`config.mk`:
```
export PLATFORM = sky130hd
export DESIGN_NAME = wss_top
export DESIGN_NICKNAME = d
export VERILOG_FILES = /design/src/logic/wss_pkg.sv /design/src/logic/wss_top.sv
export SDC_FILE = /design/constraint.sdc
export NUM_CORES = 1
export LEC_CHECK = 0
export BUFFER_PORTS_ARGS = -buffer_cell sky130_fd_sc_hd__clkbuf_2
export CORE_ASPECT_RATIO = 1.5
export CORE_UTILIZATION = 39
export DETAILED_ROUTE_END_ITERATION = 6
export GPL_TIMING_DRIVEN = 0
export HOLD_SLACK_MARGIN = 0.08
export MAX_ROUTING_LAYER = met4
export PLACE_DENSITY = 0.82
export RECOVER_POWER = 50
export SLEW_MARGIN = 25
export SYNTH_ARGS = -nofsm -noshare
export SYNTH_HDL_FRONTEND = slang
export SYNTH_SLANG_ARGS = --single-unit
```
`constraint.sdc`:
```
create_clock -name clk_i -period 1.6 [get_ports clk_i]
set_clock_uncertainty 0.15 [all_clocks]
set_input_delay 0.32 -clock clk_i [delete_from_list [all_inputs] [get_ports clk_i]]
set_output_delay 0.32 -clock clk_i [all_outputs]
set_load 0.01 [all_outputs]
```
`src/logic/wss_pkg.sv`:
```
/*
  shared constants and types of the waveform steering and source select block.
  assumes a 32-bit classic wishbone register bus and a single 250 MHz clock.
*/
`default_nettype none

package wss_pkg;

  ////////////////////////////////////////////////////////////////////////////
  // register map (byte addresses, one aligned word each)
  localparam logic [7:0] OFF_CLK_SEL = 8'h00;
  localparam logic [7:0] OFF_IN_SEL = 8'h04;
  localparam logic [7:0] OFF_STEER = 8'h08;
  localparam logic [7:0] OFF_STATUS = 8'h0c;

  // field positions and widths
  localparam int CS_BIT = 0;
  localparam int SRC_W = 4;
  localparam int PIN_N = 4;
  localparam int SYNC_BIT = 4;
  localparam int STAT_PEND_BIT = 4;
  localparam int STAT_DATA_BIT = 5;

  // reset values
  localparam logic RST_CS = 1'h0;
  localparam logic [3:0] RST_SRC = 4'h0;
  localparam logic [3:0] RST_STEER = 4'h0;
  localparam logic RST_SYNC = 1'h0;

  ////////////////////////////////////////////////////////////////////////////
  // input source codes; 4'hb..4'hf are reserved and connect nothing
  localparam logic [3:0] SRC_PIN = 4'h0;
  localparam logic [3:0] SRC_CCP1 = 4'h1;
  localparam logic [3:0] SRC_CCP2 = 4'h2;
  localparam logic [3:0] SRC_PWM3 = 4'h3;
  localparam logic [3:0] SRC_PWM4 = 4'h4;
  localparam logic [3:0] SRC_CMP1 = 4'h5;
  localparam logic [3:0] SRC_CMP2 = 4'h6;
  localparam logic [3:0] SRC_LC1 = 4'h7;
  localparam logic [3:0] SRC_LC2 = 4'h8;
  localparam logic [3:0] SRC_LC3 = 4'h9;
  localparam logic [3:0] SRC_LC4 = 4'ha;

  ////////////////////////////////////////////////////////////////////////////
  // timing: module clock rates in MHz
  localparam int CLK_MHZ = 250;
  localparam int FAST_OSC_MHZ = 16;
  localparam int FAST_DIV = CLK_MHZ / FAST_OSC_MHZ;
  localparam int DIV_W = 5;

  ////////////////////////////////////////////////////////////////////////////
  // on-chip signal sources feeding the selector
  typedef struct packed {
    logic [3:0] logic_cell;
    logic [1:0] comparator;
    logic [1:0] pwm;
    logic [1:0] capture;
    logic pin;
  } wss_src_t;

  typedef enum logic [0:0] {
    STEER_IDLE = 1'b0,
    STEER_PENDING = 1'b1
  } wss_steer_state_t;

endpackage

`default_nettype wire

```
`src/logic/wss_top.sv`:
```
/*
  waveform steering and source select: source mux, module clock enable,
  steering of the selected data to four output pins, wishbone register slave.
  assumes all inputs are synchronous to clk_i and the bus master is classic
  wishbone with one outstanding request.
*/
// Notes on behaviour
// RULE1 - selected data can drive any combination of the four output pins, including none.
// RULE2 - in synchronous mode a new steering value applies on the next rising data edge.
// RULE3 - in non-synchronous mode a new steering value applies on the next module cycle.
// RULE4 - clock select one picks the 16 MHz oscillator rate, zero the system clock; default FAST_DIV is 15, so the code gives 250/15, about 16.7 MHz.
// RULE5 - clock select register holds bit zero, resets to zero, upper bits read zero.
// RULE6 - input select holds a four-bit field resetting to zero, upper bits read zero.
// RULE7 - source codes eleven to fifteen connect nothing; data input stays inactive.
// RULE8 - codes ten to seven pick logic cells four to one; code six comparator two.
// RULE9 - codes five to one pick comparator one, pwm four, pwm three, capture two, one.
`timescale 1ns/100ps
`default_nettype none

module wss_top #(
  parameter int FAST_DIV = wss_pkg::FAST_DIV
) (
  // clock and reset
  input wire logic clk_i,
  input wire logic rst_i,
  // wishbone slave
  input wire logic [7:0] adr_i,
  input wire logic [31:0] dat_i,
  output logic [31:0] dat_o,
  input wire logic we_i,
  input wire logic [3:0] sel_i,
  input wire logic cyc_i,
  input wire logic stb_i,
  output logic ack_o,
  // signal sources
  input wire wss_pkg::wss_src_t src_i,
  // steered output pins
  output logic [3:0] pins_o
);

  ////////////////////////////////////////////////////////////////////////////
  // source decode
  function automatic logic pick_source(input logic [3:0] code, input wss_pkg::wss_src_t s);
    case (code)
      wss_pkg::SRC_PIN: pick_source = s.pin;
      wss_pkg::SRC_CCP1: pick_source = s.capture[0];
      wss_pkg::SRC_CCP2: pick_source = s.capture[1];
      wss_pkg::SRC_PWM3: pick_source = s.pwm[0];
      wss_pkg::SRC_PWM4: pick_source = s.pwm[1];
      wss_pkg::SRC_CMP1: pick_source = s.comparator[0];
      wss_pkg::SRC_CMP2: pick_source = s.comparator[1];
      wss_pkg::SRC_LC1: pick_source = s.logic_cell[0];
      wss_pkg::SRC_LC2: pick_source = s.logic_cell[1];
      wss_pkg::SRC_LC3: pick_source = s.logic_cell[2];
      wss_pkg::SRC_LC4: pick_source = s.logic_cell[3];
      default: pick_source = 1'b0;
    endcase
  endfunction

  logic clk_sel_reg;
  logic [3:0] src_sel_reg;
  logic [3:0] steer_req_reg;
  logic sync_mode_reg;
  logic [3:0] steer_act_reg;
  logic data_reg;
  logic ack_reg;
  logic [31:0] dat_reg;
  logic [3:0] pins_reg;
  logic [wss_pkg::DIV_W-1:0] div_reg;
  wss_pkg::wss_steer_state_t state_reg;
  wss_pkg::wss_steer_state_t state_next;
  logic [3:0] steer_act_next;

  ////////////////////////////////////////////////////////////////////////////
  // bus decode; answers one cycle after the request, unmapped reads give zero
  wire req = cyc_i & stb_i & ~ack_reg;
  wire wr_ok = req & we_i & sel_i[0];
  wire wr_clk = wr_ok & (adr_i == wss_pkg::OFF_CLK_SEL);
  wire wr_src = wr_ok & (adr_i == wss_pkg::OFF_IN_SEL);
  wire wr_steer = wr_ok & (adr_i == wss_pkg::OFF_STEER);
  wire pending = (state_reg == wss_pkg::STEER_PENDING);
  logic [31:0] rd_data;
  always_comb begin
    rd_data = 32'h0;
    case (adr_i)
      wss_pkg::OFF_CLK_SEL: rd_data[wss_pkg::CS_BIT] = clk_sel_reg; // [RULE5]
      wss_pkg::OFF_IN_SEL: rd_data[wss_pkg::SRC_W-1:0] = src_sel_reg; // [RULE6]
      wss_pkg::OFF_STEER: rd_data[wss_pkg::SYNC_BIT:0] = {sync_mode_reg, steer_req_reg};
      wss_pkg::OFF_STATUS: rd_data[wss_pkg::STAT_DATA_BIT:0] = {data_reg, pending, steer_act_reg};
      default: rd_data = 32'h0;
    endcase
  end

  ////////////////////////////////////////////////////////////////////////////
  // module clock: every cycle on the system clock, or a divided enable pulse
  localparam int DIV_W = wss_pkg::DIV_W;
  wire div_end = (div_reg == DIV_W'(FAST_DIV - 1));
  wire tick = clk_sel_reg ? div_end : 1'b1; // [RULE4]
  wire sel_data = pick_source(src_sel_reg, src_i); // [RULE7] [RULE8] [RULE9]
  wire rise = tick & sel_data & ~data_reg;

  ////////////////////////////////////////////////////////////////////////////
  // steering: a written value waits in the pending state until it may apply
  always_comb begin
    state_next = state_reg;
    steer_act_next = steer_act_reg;
    case (state_reg)
      wss_pkg::STEER_IDLE: begin
        if (wr_steer) begin
          state_next = wss_pkg::STEER_PENDING;
        end
      end
      wss_pkg::STEER_PENDING: begin
        if (sync_mode_reg ? rise : tick) begin // [RULE2] [RULE3]
          steer_act_next = steer_req_reg;
          state_next = wr_steer ? wss_pkg::STEER_PENDING : wss_pkg::STEER_IDLE;
        end
      end
      default: state_next = wss_pkg::STEER_IDLE;
    endcase
  end

  always_ff @(posedge clk_i) begin
    if (rst_i) begin
      clk_sel_reg <= wss_pkg::RST_CS;
      src_sel_reg <= wss_pkg::RST_SRC;
      steer_req_reg <= wss_pkg::RST_STEER;
      sync_mode_reg <= wss_pkg::RST_SYNC;
      steer_act_reg <= wss_pkg::RST_STEER;
      state_reg <= wss_pkg::STEER_IDLE;
      data_reg <= 1'b0;
      div_reg <= '0;
      ack_reg <= 1'b0;
      dat_reg <= 32'h0;
      pins_reg <= 4'h0;
    end else begin
      ack_reg <= req;
      if (req) begin
        dat_reg <= rd_data;
      end
      if (wr_clk) begin
        clk_sel_reg <= dat_i[wss_pkg::CS_BIT]; // [RULE5]
      end
      if (wr_src) begin
        src_sel_reg <= dat_i[wss_pkg::SRC_W-1:0]; // [RULE6]
      end
      if (wr_steer) begin
        steer_req_reg <= dat_i[wss_pkg::PIN_N-1:0];
        sync_mode_reg <= dat_i[wss_pkg::SYNC_BIT];
      end
      state_reg <= state_next;
      steer_act_reg <= steer_act_next;
      div_reg <= div_end ? '0 : div_reg + 1'b1;
      if (tick) begin
        data_reg <= sel_data;
      end
      // one register stage so pins come straight from flops
      pins_reg <= steer_act_reg & {wss_pkg::PIN_N{data_reg}}; // [RULE1]
    end
  end

  assign ack_o = ack_reg;
  assign dat_o = dat_reg;
  assign pins_o = pins_reg;

  ////////////////////////////////////////////////////////////////////////////
  // checks

  // checker helpers: system clocks since the last module tick, and whether a tick
  // has passed since the oscillator rate was chosen; the divider runs free, so the
  // first tick after the switch may come early and is not held to the period
  localparam int GAP_W = wss_pkg::DIV_W + 1;
  localparam logic [GAP_W-1:0] GAP_LAST = GAP_W'(FAST_DIV - 1);
  logic [GAP_W-1:0] gap_reg;
  logic fast_armed_reg;
  always_ff @(posedge clk_i) begin
    if (rst_i || tick || !clk_sel_reg) begin
      gap_reg <= '0;
    end else begin
      gap_reg <= gap_reg + 1'b1;
    end
  end
  always_ff @(posedge clk_i) begin
    if (rst_i || !clk_sel_reg) begin
      fast_armed_reg <= 1'b0;
    end else if (tick) begin
      fast_armed_reg <= 1'b1;
    end
  end

  chk_pins_steered: assert property (@(posedge clk_i) disable iff (rst_i) // [RULE1]
    ##1 pins_o == ($past(steer_act_reg) & {wss_pkg::PIN_N{$past(data_reg)}}))
    else $error("output pins do not follow steering and data");
  chk_sync_hold: assert property (@(posedge clk_i) disable iff (rst_i) // [RULE2]
    pending && sync_mode_reg && !rise |=> $stable(steer_act_reg))
    else $error("synchronous steering changed without a rising edge");
  chk_sync_apply: assert property (@(posedge clk_i) disable iff (rst_i) // [RULE2]
    pending && sync_mode_reg && rise |=> steer_act_reg == $past(steer_req_reg) && data_reg)
    else $error("synchronous steering not applied at rising edge");
  chk_async_apply: assert property (@(posedge clk_i) disable iff (rst_i) // [RULE3]
    wr_steer && !dat_i[wss_pkg::SYNC_BIT] && !clk_sel_reg && !wr_clk
    |=> ##1 steer_act_reg == $past(dat_i[wss_pkg::PIN_N-1:0], 2))
    else $error("non-synchronous steering not applied next cycle");
  chk_fast_rate: assert property (@(posedge clk_i) disable iff (rst_i) // [RULE4]
    clk_sel_reg && fast_armed_reg |-> tick == (gap_reg == GAP_LAST))
    else $error("oscillator enable not once every fast period");
  chk_sys_rate: assert property (@(posedge clk_i) disable iff (rst_i) // [RULE4]
    !clk_sel_reg |-> tick)
    else $error("system clock selection lost a cycle");
  chk_clk_readback: assert property (@(posedge clk_i) disable iff (rst_i) // [RULE5]
    req && !we_i && adr_i == wss_pkg::OFF_CLK_SEL |=> ack_o && dat_o == {31'h0, clk_sel_reg})
    else $error("clock select read wrong");
  chk_src_readback: assert property (@(posedge clk_i) disable iff (rst_i) // [RULE6]
    req && !we_i && adr_i == wss_pkg::OFF_IN_SEL |=> ack_o && dat_o == {28'h0, src_sel_reg})
    else $error("input select read wrong");
  chk_reserved_idle: assert property (@(posedge clk_i) disable iff (rst_i) // [RULE7]
    src_sel_reg > wss_pkg::SRC_LC4 && tick |=> !data_reg)
    else $error("reserved source code passed data");
  chk_cell_four: assert property (@(posedge clk_i) disable iff (rst_i) // [RULE8]
    src_sel_reg == wss_pkg::SRC_LC4 && tick |=> data_reg == $past(src_i.logic_cell[3]))
    else $error("logic cell four not selected");
  chk_cmp_one: assert property (@(posedge clk_i) disable iff (rst_i) // [RULE9]
    src_sel_reg == wss_pkg::SRC_CMP1 && tick |=> data_reg == $past(src_i.comparator[0]))
    else $error("comparator one not selected");

  cov_sync_apply: cover property (@(posedge clk_i) disable iff (rst_i)
    pending && sync_mode_reg && rise);
  cov_async_apply: cover property (@(posedge clk_i) disable iff (rst_i)
    pending && !sync_mode_reg && tick);
  cov_fast_clock: cover property (@(posedge clk_i) disable iff (rst_i)
    clk_sel_reg && rise);
  cov_all_pins: cover property (@(posedge clk_i) disable iff (rst_i) pins_o == 4'hf);

endmodule // wss_top

`default_nettype wire

```
; ---- Word level (Yosys, flattened, before mapping)
; Cells that the tools add are included.
[classes]
n_addsub = 1
n_eq_ne = 14
mux = 10
bitwise_logic = 13
n_reduce_logical = 4
[ops]
columns = cell, n
row1 = "equality test 4 x 3 -> 1 bit, second input constant", 4
row2 = "equality test 8 x 4 -> 1 bit, second input constant", 2
row3 = "equality test 4 bit, second input constant", 3
row4 = case mux 1 bit (11 select lines), 1
row5 = bitwise AND 1 bit, 9
row6 = case mux 3 bit (3 select lines), 1
row7 = "equality test 4 x 2 -> 1 bit, second input constant", 2
row8 = "equality test 8 x 3 -> 1 bit, second input constant", 1
row9 = logical NOT 8 bit, 1
row10 = "adder 5 x 1 -> 5 bit, second input constant", 1
row11 = "equality test 5 x 4 -> 1 bit, second input constant", 1
row12 = 2-to-1 mux 1 bit, 5
row13 = bitwise AND 4 bit, 1
row14 = "equality test 4 x 1 -> 1 bit, second input constant", 1
row15 = logical NOT 4 bit, 1
row16 = case mux 1 bit (2 select lines), 2
row17 = case mux 1 bit (4 select lines), 1
row18 = inverter 1 bit, 3
row19 = AND reduction 2 bit, 1
row20 = OR reduction 2 bit, 1
[word_totals]
register_bits = 32
inputBits = 60
out_inout_bits = 37
word_cells = 53

; ---- Depth between registers and ports, before layout
[logic_depth]
ltp_word = 8
depth_mapped = 7
depth_no_buf = 7

; ---- Least setup slack after synthesis
; OpenSTA, ideal clock, no wires.
[synth_timing]
path_kind = register to register
from = register src_sel_reg[0]
to = register state_reg, in the netlist pending
setup_ps = 88
arrival_time_ps = 1429
required_time_ps = 1362
setup_slack_ps = -67
path_stages_with_launch = 7
n_path_buf = 0
synth_period_minus_slack_ps = 1667
cell_sequence = dfxtp_1 -> mux4_2 -> nor2_2 -> o21ai_2 -> nand3_2 -> nand2_1 -> a311oi_2
[synth_between]
elab_chain_len = 7
word_cells_on_any_way = 17
classes_between = eq/ne: 10 / mux: 4 / bitwise: 2 / reduce/logical: 1
[synth_rtl]
columns = element, line
row1 = from (decl), wss_top.sv:61  ; logic [3:0] src_sel_reg;
row2 = from (signal assigned), wss_top.sv:126  ; src_sel_reg <= wss_pkg::RST_SRC;
row3 = from (signal assigned), wss_top.sv:145  ; src_sel_reg <= dat_i[wss_pkg::SRC_W-1:0];
row4 = "equality test 4 bit, or another cell as far along", wss_top.sv:44  ; case (code)
row5 = case mux 1 bit (11 select lines) *, wss_top.sv:44
row6 = bitwise AND 1 bit * (2 in a row), wss_top.sv:100  ; wire rise = tick & sel_data & ~data_reg;
row7 = 2-to-1 mux 1 bit * (2 in a row), wss_top.sv:114  ; if (sync_mode_reg ? rise : tick) begin
row8 = case mux 1 bit (2 select lines) *, wss_top.sv:107  ; case (state_reg)
row9 = to (signal assigned), wss_top.sv:130  ; state_reg <= wss_pkg::STEER_IDLE;
row10 = to (signal assigned), wss_top.sv:151  ; state_reg <= state_next;
row11 = to (decl), wss_top.sv:70  ; wss_pkg::wss_steer_state_t state_reg;
; Mark *: on every way between the ends. The rest lies on a longest branch, timed or not.
; A chain may end at the register's enable or synchronous reset.

; ---- Worst setup path in the final report
; Ends and elaborated chain as after synthesis.

==> metrics <==
status complete, but fails checks; failing checks setup timing; WP data arrival approximately 1.8 ns; WL/cell 11.37 um; Final WS setup -0.09244 ns; Pleak roughly 1.0 nW; CP delay by family, top multiplexers; GR Overflow Total 0; # setup viols final 5; port bufs 37; # nets final between 300 and 400; num rows 28; Area Overhead vs Synth 30.63%; antenna-violating nets left 0; most frequent cells in the layout buf_4, dfxtp_1, nor2_1; Placed Area a little over 2000 um2; H-tree levels 2; Unique masters post-synth 39; fin cells slightly below 300; Syn. warnings 0; dominant cell type by area after synthesis dfxtp_1; Final Hold Fails 0; Die Ht 82.36 um; Clock Sinks 32; Setup TNS -0.2417 ns; CP bufs+invs 0; total CTS buffers 5; Hold Path Class input port to register; fraction of layout cells with a size suffix above 1 approximately a third; VDD IR-drop max 634.0 uV; Tot Pwr around 1.8 mW; critical path type register to register; max reg flops 6; crit path max-delay cell type mux4_2; Synth area leaders dfxtp_1, buf_4, mux2i_1; initial core utilization 41.68%; Inst Count DP between 200 and 300; CTS Hold Bufs 0; First-pass DRT Iterations 4; relative slew slack 66.48%; Final min period around 1.7 ns; fillcell total 372; WP data required 1.65 ns; global-route wire length before repair about 5100 um; vias roughly 1400; TritonCTS clock tree yes; pre-CTS setup slack -0.2819 ns; Die Span X 55.58 um; synthesized area per cell just over 9 um2; Mapped Cells 180; CTS max path bufs 2; Max Cap Viol 0; placed wire-length estimate between 2000 and 3000 um; vias in the first global route between 1000 and 1500; share of the synthesized area in the top cell type 38.15%; Cell Pwr Density a little over 800 nW/um2; largest net degree at the start of global routing 12; Seq/Total Area, Yosys 38.15%; netlist area before placement about 1700 um2; Worst Path Max Fanout 4; max incr delay on CP 0.50 ns; Crit. End Element register; FF+latch count, synth 32; CTS clk-pin slew, worst paths approximately 0.070 ns; Routability Congestion 0.8858; residual DRC count 0; startpoint types register; RSZ-0062 raised after global routing yes; DIE AREA approximately 4600 um2; Final Cell Area 2193 um2; Fmax ~0.59 GHz; core box area roughly 4000 um2; root buffer cell clkbuf_8; Post-Route WL roughly 3400 um; starting DRC count in detailed routing 26; CP Cell Sequence mux4_2, nor2_2, o21ai_2, nand3_2, nand2_1, a311oi_2; vias per inst 4.599; latest clock arrival within the worst-skew pair approximately 0.29 ns; gr usage total 15.06%; Pins Over Slew Limit 0; Worst Max-Slew Pin Slew 0.5027 ns; # diodes 0; IO Count 97; initial antenna violation count 0; fin crit share 105.8%
synthesized netlist by cell type:
cell type	n
conb_1	1
nand2_1	9
nand3_1	3
o21ai_0	1
buf_6	1
mux4_2	1
nor2_1	28
buf_4	26
mux4_1	1
dfxtp_1	32
nand3b_1	1
a22oi_1	4
nor3_2	1
ha_1	2
o2bb2ai_1	1
and2_1	4
xnor2_1	1
nor2b_1	1
mux2_4	1
nand3_2	1
clkbuf_1	5
a21oi_2	1
a22o_1	3
a311oi_2	1
nand2b_1	9
o21ai_2	1
a21oi_1	3
mux2_2	2
nor4_2	2
buf_2	1
inv_1	5
nor2_2	1
nand4b_1	1
a21oi_4	1
mux2i_1	17
xor2_1	2
and3b_2	1
nor4_1	2
a31oi_1	2
final timing paths:
kind                                     start               end  slack (ns)  cells past startpoint
worst max register to register  src_sel_reg[0]           pending       -0.09                      6
worst max-delay path            src_sel_reg[0]           pending       -0.09                      6
worst min-delay path                  dat_i[2]  steer_req_reg[2]        0.14                      3
worst min register to register      div_reg[0]        div_reg[0]        0.31                      1
where the power goes:
group	switching (mW)	total [mW]	internal [mW]
clock network	0.312	0.773	0.460
logic	0.0982	0.193	0.0948
registers	0.00685	0.809	0.802
cells by family (layout without fill, tap and decap cells):
kind of cell,Yosys count,after routing,share of synthesized area [%]
AOI/OAI and AO/OA,18,18,8.718
xor gates and xnor gates,3,3,1.565
adders and majority gates,2,2,1.490
buffers and inverters,38,85,14.83
DFF,32,32,38.15
muxes,22,22,15.28
other,1,26,0.2233
and+or+nand+nor,64,64,19.75
final cells by class:
| class | count | area (um2) | share of cell area, % |
|---|---|---|---|
| buffer | 32 | 222.7 | 10.15 |
| clock buffer | 5 | 68.82 | 3.137 |
| clock inverter | 3 | 42.54 | 1.940 |
| inverter | 5 | 18.77 | 0.8557 |
| multi-input combinational | 135 | 935.9 | 42.67 |
| sequential | 32 | 648.1 | 29.55 |
| tap | 45 | 56.30 | 2.567 |
| timing repair buffer | 40 | 200.2 | 9.127 |
metrics by stage:
step           utilization (%)  hold WS (ns)
2_1_floorplan                -        0.2797
3_3_place_gp             50.16        0.2962
3_5_place_dp             50.16        0.3087
4_1_cts                  53.79        0.1237
5_1_grt                  54.44        0.1431
6_report                 54.44        0.1389
tightest hold or removal path, delay by kind of cell:
family	cells	cell delay (ns)
buffers and inverters	1	0.09
AND/OR/NAND/NOR	1	0.07
multiplexers	1	0.06
per-layer routing:
| metal | wire, um | track usage [%] | part of all wire, % | vias to the layer above |
|---|---|---|---|---|
| met5 | 0 | - | 0 | - |
| met4 | 55 | 6.750 | 1.6 | 0 |
| met3 | 258 | 4.673 | 7.6 | 9 |
| met2 | 1730 | 26.99 | 51 | 56 |
| met1 | 1333 | 15.14 | 39 | 604 |
| li1 | - | - | - | 697 |
what timing repair did:
item	in CTS	in global routing
setup endpoints to repair	10	17
gates resized for setup	4	16
pin swaps	5	7
setup buffers	2	1
Power figures use the tool's default switching activity.
